**src/rtl/sscm_map.vh**
```
`ifndef SSCM_MAP_VH
`define SSCM_MAP_VH
// Opcodes
`define SSCM_OP_IDLE 8'h00
`define SSCM_OP_RESET 8'hf0
`define SSCM_OP_WDOG 8'h93
`define SSCM_OP_SLP_REQ 8'he1
`define SSCM_OP_SLP_CONF 8'ha3
`define SSCM_OP_STB_REQ 8'he2
`define SSCM_OP_STB_CONF 8'ha6
`define SSCM_OP_NORMAL 8'he4
`define SSCM_OP_DIAG 8'hb0
`define SSCM_OP_READOUT 8'hc3
`define SSCM_OP_REG_WR 8'h87
`define SSCM_OP_REG_RD 8'h8e
`define SSCM_OP_MEAS_MASK 8'hfc
`define SSCM_OP_MEAS 8'hd0
// Status byte fields
`define SSCM_ST_INVALID 7
`define SSCM_ST_PWR_HI 6
`define SSCM_ST_PWR_LO 5
`define SSCM_ST_SLP_REQ 4
`define SSCM_ST_STB_REQ 3
`define SSCM_ST_TEST 2
`define SSCM_ST_OSC 1
`define SSCM_ST_ERR 0
// Power codes
`define SSCM_PWR_NORMAL 2'b10
`define SSCM_PWR_STANDBY 2'b01
`define SSCM_PWR_SLEEP 2'b00
// Timing, in microseconds and cycles at 100 MHz
`define SSCM_CLK_MHZ 100
`define SSCM_T_STARTUP_US 100
`define SSCM_T_WAKE_SLP_US 50
`define SSCM_T_WAKE_STB_US 20
`define SSCM_T_SLEEPB_US 1
`define SSCM_STARTUP_CYC (`SSCM_T_STARTUP_US * `SSCM_CLK_MHZ)
`define SSCM_WAKE_SLP_CYC (`SSCM_T_WAKE_SLP_US * `SSCM_CLK_MHZ)
`define SSCM_WAKE_STB_CYC (`SSCM_T_WAKE_STB_US * `SSCM_CLK_MHZ)
`define SSCM_SLEEPB_CYC (`SSCM_T_SLEEPB_US * `SSCM_CLK_MHZ)
`endif

```
**src/rtl/sscm_core.v**
```verilog
`timescale 1ns/10ps
`default_nettype none
`include "sscm_map.vh"
// Serial command front end and power-mode control
module sscm_core #(
   parameter STARTUP_CYC = `SSCM_STARTUP_CYC,
   parameter WAKE_SLP_CYC = `SSCM_WAKE_SLP_CYC,
   parameter WAKE_STB_CYC = `SSCM_WAKE_STB_CYC,
   parameter SLEEPB_CYC = `SSCM_SLEEPB_CYC
) (
   input wire clk_in,
   input wire rst_n_in,
   input wire spi_cs_n_in,
   input wire spi_sclk_in,
   input wire spi_mosi_in,
   input wire meas_done_in,
   input wire test_mode_in,
   input wire critical_error_in,
   output reg spi_miso_out,
   output reg spi_miso_oe_out,
   output reg measurement_ready_out,
   output reg awake_out,
   output reg chip_reset_pulse_out,
   output reg watchdog_kick_out,
   output reg measure_start_out,
   output reg diag_start_out,
   output reg readout_start_out,
   output reg [6:0] measurement_select_bits_out,
   output reg buffer_offset_invert_out,
   output reg test_pulse_out,
   output reg reg_write_out,
   output reg reg_fetch_out,
   output reg [3:0] register_index_out,
   output reg [7:0] register_payload_out,
   output reg [1:0] register_check_bits_out
);
   // Timer width fits the longest count
   localparam TW = 24;
   // Power states, one-hot
   localparam [2:0] ST_NORMAL = 3'b001;
   localparam [2:0] ST_STANDBY = 3'b010;
   localparam [2:0] ST_SLEEP = 3'b100;

   wire cs_n; // Filtered select
   wire sclk_rise;
   wire sclk_fall;
   wire cs_rise;
   wire cs_fall;
   wire mosi;
   wire [2:0] rise_w;
   wire [2:0] fall_w;
   wire [2:0] lvl_w;

   // Pins cross from the link side through three flops
   // Reset levels match the idle pins, so no false edge follows reset
   sscm_pin_sync #(.WIDTH(3), .INIT(3'b110)) u_sync (
      .clk_in(clk_in),
      .rst_n_in(rst_n_in),
      .pin_in({spi_cs_n_in, spi_sclk_in, spi_mosi_in}),
      .level_out(lvl_w),
      .rise_out(rise_w),
      .fall_out(fall_w)
   );
   assign cs_n = lvl_w[2];
   assign cs_rise = rise_w[2];
   assign cs_fall = fall_w[2];
   assign sclk_rise = rise_w[1] & ~cs_n;
   assign sclk_fall = fall_w[1] & ~cs_n;
   assign mosi = lvl_w[0];

   reg [4:0] bit_cnt_q; // Bits taken this frame
   reg [23:0] rx_q; // Last three bytes shifted in
   reg [7:0] tx_q; // Outgoing shift register
   reg [7:0] cmd_q; // Command byte of this frame
   reg [2:0] pwr_q; // One-hot power state
   reg slp_req_q;
   reg stb_req_q;
   reg invalid_q;
   reg busy_q; // Measurement running
   reg [TW-1:0] rdy_cnt_q; // Ready low countdown
   reg [TW-1:0] slp_cnt_q; // Delay to awake low
   reg slp_pend_q;

   // Status byte assembly
   wire [1:0] pwr_code = pwr_q[0] ? `SSCM_PWR_NORMAL :
                         pwr_q[1] ? `SSCM_PWR_STANDBY : `SSCM_PWR_SLEEP;
   wire [7:0] status = {invalid_q, pwr_code, slp_req_q, stb_req_q,
                        test_mode_in, ~pwr_q[2], critical_error_in};

   // True for three-byte opcodes
   function is_long;
      input [7:0] op;
      begin
         is_long = (op == `SSCM_OP_REG_WR) || (op == `SSCM_OP_REG_RD);
      end
   endfunction

   // Even parity over all eight bits of the argument
   function par_ok;
      input [7:0] arg;
      begin
         par_ok = ~^arg;
      end
   endfunction

   // Command byte captured at bit 8; argument position follows frame length
   wire [7:0] c = cmd_q;
   wire long_frame = (bit_cnt_q == 5'd24);
   wire [7:0] a = long_frame ? rx_q[15:8] : rx_q[7:0];
   wire [7:0] a3 = rx_q[7:0];
   wire full_frame = is_long(c) ? (bit_cnt_q == 5'd24) : (bit_cnt_q == 5'd16);
   wire exec = cs_rise & full_frame & c[7];

   // Serial shift and response
   always @(posedge clk_in) begin
      if (!rst_n_in) begin
         bit_cnt_q <= 5'd0;
         rx_q <= 24'h000000;
         tx_q <= 8'h00;
         cmd_q <= 8'h00;
         spi_miso_out <= 1'b0;
         spi_miso_oe_out <= 1'b0;
      end else begin
         spi_miso_oe_out <= ~cs_n;
         if (cs_n) begin
            bit_cnt_q <= 5'd0;
         end
         if (cs_fall) begin
            tx_q <= status;
            spi_miso_out <= status[7];
         end
         if (sclk_rise && bit_cnt_q != 5'd24) begin
            rx_q <= {rx_q[22:0], mosi};
            bit_cnt_q <= bit_cnt_q + 5'd1;
            if (bit_cnt_q == 5'd7) begin
               cmd_q <= {rx_q[6:0], mosi};
            end
         end
         if (sclk_fall) begin
            // Echo loaded at byte boundary, else shift
            if (bit_cnt_q == 5'd0) begin
               // First fall presents the status MSB; a shift here would drop it
               tx_q <= status;
               spi_miso_out <= status[7];
            end else if (bit_cnt_q == 5'd8) begin
               tx_q <= cmd_q;
               spi_miso_out <= cmd_q[7];
            end else begin
               tx_q <= {tx_q[6:0], 1'b0};
               spi_miso_out <= tx_q[6];
            end
         end
      end
   end

   // Command decode, power modes and ready pin
   always @(posedge clk_in) begin
      if (!rst_n_in) begin
         pwr_q <= ST_NORMAL;
         slp_req_q <= 1'b0;
         stb_req_q <= 1'b0;
         invalid_q <= 1'b0;
         busy_q <= 1'b0;
         rdy_cnt_q <= STARTUP_CYC;
         slp_cnt_q <= {TW{1'b0}};
         slp_pend_q <= 1'b0;
         measurement_ready_out <= 1'b0;
         awake_out <= 1'b1;
         chip_reset_pulse_out <= 1'b0;
         watchdog_kick_out <= 1'b0;
         measure_start_out <= 1'b0;
         diag_start_out <= 1'b0;
         readout_start_out <= 1'b0;
         measurement_select_bits_out <= 7'h00;
         buffer_offset_invert_out <= 1'b0;
         test_pulse_out <= 1'b0;
         reg_write_out <= 1'b0;
         reg_fetch_out <= 1'b0;
         register_index_out <= 4'h0;
         register_payload_out <= 8'h00;
         register_check_bits_out <= 2'b00;
      end else begin
         chip_reset_pulse_out <= 1'b0;
         watchdog_kick_out <= 1'b0;
         measure_start_out <= 1'b0;
         diag_start_out <= 1'b0;
         readout_start_out <= 1'b0;
         reg_write_out <= 1'b0;
         reg_fetch_out <= 1'b0;
         // Ready countdown, then wait for the measurement
         if (rdy_cnt_q != {TW{1'b0}}) begin
            rdy_cnt_q <= rdy_cnt_q - {{(TW-1){1'b0}}, 1'b1};
         end else if (!busy_q) begin
            measurement_ready_out <= 1'b1;
         end
         if (busy_q && meas_done_in) begin
            busy_q <= 1'b0;
         end
         // Awake indicator drops a delay after confirm
         if (slp_pend_q) begin
            if (slp_cnt_q == {TW{1'b0}}) begin
               slp_pend_q <= 1'b0;
               awake_out <= 1'b0;
            end else begin
               slp_cnt_q <= slp_cnt_q - {{(TW-1){1'b0}}, 1'b1};
            end
         end
         if (exec) begin
            if (c == `SSCM_OP_RESET && a == 8'h00) begin
               // Accepted in every state; pulses the reset line, watchdog untouched
               pwr_q <= ST_NORMAL;
               slp_req_q <= 1'b0;
               stb_req_q <= 1'b0;
               busy_q <= 1'b0;
               invalid_q <= 1'b0;
               slp_pend_q <= 1'b0;
               awake_out <= 1'b1;
               chip_reset_pulse_out <= 1'b1;
               measurement_ready_out <= 1'b0;
               rdy_cnt_q <= STARTUP_CYC[TW-1:0];
            end else if (busy_q || !measurement_ready_out) begin
               invalid_q <= 1'b1;
            end else begin
               invalid_q <= 1'b0;
               case (1'b1)
                  (c == `SSCM_OP_WDOG && a == 8'h00 && !pwr_q[2]): begin
                     watchdog_kick_out <= 1'b1;
                  end
                  (c == `SSCM_OP_SLP_REQ && a == 8'h00): begin
                     slp_req_q <= 1'b1;
                  end
                  (c == `SSCM_OP_SLP_CONF && a == 8'h00 && slp_req_q): begin
                     // Request flag stays until chip reset or normal command
                     pwr_q <= ST_SLEEP;
                     slp_pend_q <= 1'b1;
                     slp_cnt_q <= SLEEPB_CYC[TW-1:0];
                  end
                  (c == `SSCM_OP_STB_REQ && a == 8'h00 && pwr_q[0]): begin
                     stb_req_q <= 1'b1;
                  end
                  (c == `SSCM_OP_STB_CONF && a == 8'h00 && stb_req_q): begin
                     pwr_q <= ST_STANDBY;
                     slp_pend_q <= 1'b1;
                     slp_cnt_q <= SLEEPB_CYC[TW-1:0];
                  end
                  (c == `SSCM_OP_NORMAL && a == 8'h00): begin
                     slp_req_q <= 1'b0;
                     stb_req_q <= 1'b0;
                     if (!pwr_q[0]) begin
                        // Wake: ready low for the wake delay
                        pwr_q <= ST_NORMAL;
                        awake_out <= 1'b1;
                        slp_pend_q <= 1'b0;
                        measurement_ready_out <= 1'b0;
                        rdy_cnt_q <= pwr_q[2] ? WAKE_SLP_CYC[TW-1:0] :
                                     WAKE_STB_CYC[TW-1:0];
                     end
                  end
                  (c == `SSCM_OP_DIAG && a == 8'h00 && pwr_q[0]): begin
                     diag_start_out <= 1'b1;
                     busy_q <= 1'b1;
                     measurement_ready_out <= 1'b0;
                  end
                  (c == `SSCM_OP_READOUT && a == 8'h00 && pwr_q[0]): begin
                     readout_start_out <= 1'b1;
                  end
                  ((c & `SSCM_OP_MEAS_MASK) == `SSCM_OP_MEAS && pwr_q[0]): begin
                     if (par_ok(a)) begin
                        measure_start_out <= 1'b1;
                        buffer_offset_invert_out <= c[1];
                        test_pulse_out <= c[0];
                        measurement_select_bits_out <= a[7:1];
                        busy_q <= 1'b1;
                        measurement_ready_out <= 1'b0;
                     end else begin
                        invalid_q <= 1'b1;
                     end
                  end
                  (c == `SSCM_OP_REG_WR && a3[1:0] == 2'b00 && pwr_q[0]): begin
                     reg_write_out <= 1'b1;
                     register_payload_out <= a;
                     register_index_out <= a3[7:4];
                     register_check_bits_out <= a3[3:2];
                  end
                  (c == `SSCM_OP_REG_RD && a[3:0] == 4'h0 && a3 == 8'h00 && pwr_q[0]): begin
                     reg_fetch_out <= 1'b1;
                     register_index_out <= a[7:4];
                  end
                  default: begin
                     invalid_q <= 1'b1;
                  end
               endcase
            end
         end
      end
   end
endmodule
`default_nettype wire

```
**src/rtl/sscm_pin_sync.v**
```verilog
`timescale 1ns/10ps
`default_nettype none
// Three-stage synchroniser; stage 1 feeds stage 2 only
module sscm_pin_sync #(
   parameter WIDTH = 3,
   parameter [WIDTH-1:0] INIT = {WIDTH{1'b0}}
) (
   input wire clk_in,
   input wire rst_n_in,
   input wire [WIDTH-1:0] pin_in,
   output wire [WIDTH-1:0] level_out,
   output wire [WIDTH-1:0] rise_out,
   output wire [WIDTH-1:0] fall_out
);
   reg [WIDTH-1:0] s1_q; // Metastable stage
   reg [WIDTH-1:0] s2_q; // Second stage
   reg [WIDTH-1:0] s3_q; // Third stage
   reg [WIDTH-1:0] lvl_q; // Accepted level

   // Shift chain
   always @(posedge clk_in) begin
      if (!rst_n_in) begin
         s1_q <= INIT;
         s2_q <= INIT;
         s3_q <= INIT;
      end else begin
         s1_q <= pin_in;
         s2_q <= s1_q;
         s3_q <= s2_q;
      end
   end

   // Level changes only when stages 2 and 3 agree
   genvar i;
   generate
      for (i = 0; i < WIDTH; i = i + 1) begin : g_bit
         always @(posedge clk_in) begin
            if (!rst_n_in) begin
               lvl_q[i] <= INIT[i];
            end else if (s2_q[i] == s3_q[i]) begin
               lvl_q[i] <= s3_q[i];
            end
         end
         assign rise_out[i] = (s2_q[i] == s3_q[i]) & s3_q[i] & ~lvl_q[i];
         assign fall_out[i] = (s2_q[i] == s3_q[i]) & ~s3_q[i] & lvl_q[i];
      end
   endgenerate

   assign level_out = lvl_q;
endmodule
`default_nettype wire

```
**config.mk**
```make
export PLATFORM = sky130hd
export DESIGN_NAME = sscm_core
export DESIGN_NICKNAME = d
export VERILOG_FILES = /design/src/rtl/sscm_core.v /design/src/rtl/sscm_pin_sync.v
export VERILOG_INCLUDE_DIRS = /design/src /design/src/rtl
export SDC_FILE = /design/constraint.sdc
export NUM_CORES = 1
export LEC_CHECK = 0
export ABC_AREA = 1
export BUFFER_PORTS_ARGS = -buffer_cell sky130_fd_sc_hd__buf_4
export CAP_MARGIN = 20
export CORE_MARGIN = 2
export CORE_UTILIZATION = 33
export CTS_BUF_LIST = sky130_fd_sc_hd__clkbuf_16
export CTS_CLUSTER_SIZE = 16
export DETAILED_ROUTE_END_ITERATION = 12
export HOLD_SLACK_MARGIN = 0.03
export SYNTH_ARGS = -nofsm -noshare
export SYNTH_HDL_FRONTEND = slang
export SYNTH_SLANG_ARGS = --single-unit
```
**constraint.sdc**
```tcl
create_clock -name clk_in -period 3.2 [get_ports clk_in]
set_input_delay 0.16 -clock clk_in [delete_from_list [all_inputs] [get_ports clk_in]]
set_output_delay 0.16 -clock clk_in [all_outputs]
set_load 0.005 [all_outputs]
```
==> impl_results.md <==
* Max IR drop VDD at ~0.26 mV
* Hold WC Path Type: in2reg
* Met1 usage at 21.7%
* Number of enable flip-flop cells after synthesis at 0
* Worst path arrival time at ~3.5 ns
* Routed via count at roughly 6,600
* Via density at 4.85
* Commonest non-fill, non-tap cell in the layout: nor2_1
* Cell Pwr Density at 466 mW/mm²
* Area Overhead vs Synth at 18.7%
* Avg Cell Area, Syn at approximately 7 µm²
* CTS tree: done
* Cells after Synth at between 1,000 and 1,500
* DR iter-0 viols at slightly above 400
* Synth Cell Area at about 0.007 mm²
* Worst Skew at between 0.015 and 0.02 ns
* Inserted Diodes at 0
* Root Buffer: clkbuf_16
* Final setup violation count at 0
* First-pass GRT wire length at 29,400 µm
* Most frequent cells in the layout: 217 x nor2_1, 184 x nand2_1, 138 x dfxtp_1
* Tcrit/Tclk final at a little over nine tenths
* Layout Utilization at about two fifths
* Core ar. at 0.0210 mm²
* Leakage at around 3.8 nW
* Post-Route WL at 17,800 µm
* H-tree levels at 4
* Dpl hpwl at 12,800 µm
* CP max stage delay at about 0.53 ns
* Cell Rows at 53
* Seq cells post-synth at 138
* Wire length per cell at roughly 13 µm
* Crit Path Class: reg2reg
* Worst Setup End Kind: register
* Max_slew headroom at between 40% and 50%
* CP Data Required Time at ~3.6 ns
* Fin area at between 0.008 and 0.009 mm²
* Dominant synthesized flop cell: dfxtp_1
* CP Cell Sequence: inv_1 -> ha_1 -> inv_1 -> nor3_4 -> buf_4 -> nand2_2 -> nand2_1 -> o21a_1 -> inv_1 -> ha_1 -> xor2_1 -> nand2_1 -> nand2_1 -> nor2_1 -> inv_1 -> nor4_1 -> buf_4
* Initial DRT Pass Iterations at 11
* Final Max Slew Viols at 0
* Tmin final at 3.09 ns
* Clock buffer depth at 2
* Bufs and invs on worst path at 6
* Seq/Total Area, Yosys at roughly two fifths
* RSZ-0062 raised after global routing: true
* Most common cell on crit path: inv_1
* Slew of the pin with the lowest slew margin at ~0.78 ns
* GRT met3 Usage at roughly 3.3%
* Yosys cell types at 42
* Placer Congestion at 0.839
* Warnings from Yosys at 0
* Final hold viol count at 0
* Fmax at roughly 320 MHz
* Status: finished, violations left
* PortBufs at 41
* Largest net degree at the start of global routing at 61
* Global Route Usage Sum at between 10% and 20%
* Share of post-route cells with drive strength above 1 at 12.6%
* Die width at 150 µm
* Clk Latency, worst-skew pair at 0.43 ns
* Nets at ~1,100
* Slowest stage cell on the critical path: nor4_1
* FFs w/ async S/R, synth at 0%
* TritonCTS Buffers at 17
* Layout fillers at roughly 2,300
* Placed Area at ~0.0076 mm²
* Ports at 42
* CP Max Fanout at 4
* Mapped Nets at approximately 1,100
* DRC at 2
* Starting density of the core at 33.6%
* Clk sink count at between 100 and 150
* Worst path top cell family by delay: simple AND/OR/NAND/NOR gates
* Gr ovfl total at 0
* Post-route ant nets at 0
* Violated checks: DRC
* Max-Cap Viols at 0
* Setup crit start kind: register
* Die Span Y at around 150 µm
* M2 GR Usage at a little over a quarter
* Initial antenna violation count at 0
* Vias in the first global route at approximately 6,000
* Busiest metal layer after global routing: met2
* Clock slew at reported path FFs at approximately 0.06 ns
* DIE AREA at ~0.023 mm²
[cells by family (layout without fill, tap and decap cells)]
family,Yosys count,in the layout,share of synthesized area (%)
simple gates,536,538,33.4
compound gates,175,175,13.1
flops,138,138,39.2
buf+inv,129,193,7.35
xor+xnor,36,36,4.48
fa+ha+maj,14,14,2.49
[through the flow]
step | TNS [ns] | cells | power [mW] | setup WS (ns) | hold slack [ns]
floorplan | 0 | 1028 | 1.95 | 0.460 | 0.258
global placement | 0 | 1323 | 2.00 | 0.226 | 0.344
detailed placement | 0 | 1323 | 2.00 | 0.0804 | 0.349
CTS | 0 | 1358 | 3.91 | 0.0609 | 0.0699
global route | -1.97 | 1369 | 4.04 | -0.0825 | 0.105
finish | 0 | 1369 | 3.89 | 0.114 | 0.0763
[where the power goes]
part	internal, mW	switching (mW)
registers	1.75	0.0232
clock network	1.14	0.774
logic	0.0839	0.124
total	2.97	0.921
[path summary, 6_finish.rpt]
check / startpoint / end / slack, ns / cells past startpoint
hold / removal: critical_error_in / tx_q[0] / 0.08 / 3
hold reg to reg: u_sync.s1_q[1] / u_sync.s2_q[1] / 0.41 / 1
setup / recovery: bit_cnt_q[0] / measure_start_out / 0.11 / 17
setup reg to reg: bit_cnt_q[0] / measure_start_out / 0.11 / 17
[final cells by class]
class                           count  area [µm²]  share of cell area (%)
Clock inverter                     14         149                    1.78
Timing Repair Buffer               61         493                    5.89
Clock buffer                       17         425                    5.09
Multi-Input combinational cell    763        3810                    45.5
Sequential cell                   138        2760                    33.0
Tap cell                          275         344                    4.11
Inverter                          101         383                    4.58
[flip-flops by register name, summed over array words and instances (netlist names), 2 cells and up]
register / count
register_check_bits_out: 2
rx_q: 16
c: 8
bit_cnt_q: 5
u_sync.level_out: 3
register_index_out: 4
measurement_select_bits_out: 7
slp_cnt_q: 24
u_sync.s1_q: 3
u_sync.s3_q: 3
u_sync.s2_q: 3
rdy_cnt_q: 24
tx_q: 7
register_payload_out: 8
pwr_q: 3
[per-layer routing]
| layer | wire length [µm] | vias to the layer above |
|---|---|---|
| li1 | - | 3438 |
| met1 | 8710 | 3068 |
| met2 | 8320 | 117 |
| met3 | 607 | 14 |
| met4 | 172 | 0 |
| met5 | 0 | - |
[synth_stat cells, drive strengths merged (4+ instances only)]
cell type / instances / area, µm²
o21a: 4 / 30.0
dfxtp: 138 / 2760
xnor2: 9 / 78.8
nand3: 51 / 278
clkbuf: 20 / 75.1
nor3: 29 / 171
nand2: 192 / 746
nand4: 22 / 144
o21ai: 99 / 495
nor2: 225 / 893
inv: 99 / 372
or2: 6 / 37.5
ha: 14 / 175
a31oi: 5 / 31.3
buf: 8 / 62.6
nand3b: 6 / 45.0
xor2: 27 / 236
a21oi: 60 / 312
[worst reg2reg max path: stages (launching register included)]
cell and delay (ns):
dfxtp_1 0.32, inv_1 0.09, ha_1 0.20, inv_1 0.08, nor3_4 0.17, buf_4 0.17
nand2_2 0.08, nand2_1 0.09, o21a_1 0.18, inv_1 0.06, ha_1 0.33, xor2_1 0.17
nand2_1 0.06, nand2_1 0.07, nor2_1 0.14, inv_1 0.09, nor4_1 0.53, buf_4 0.20
[what timing repair did]
item | in CTS | in global routing
endpoints found under the hold margin | 4 | 0
setup buffers | 0 | 9
hold buffers | 4 | 0
resized for setup | 0 | 13
endpoints found under the setup margin | 0 | 80
Power figures use the tool's default switching activity.
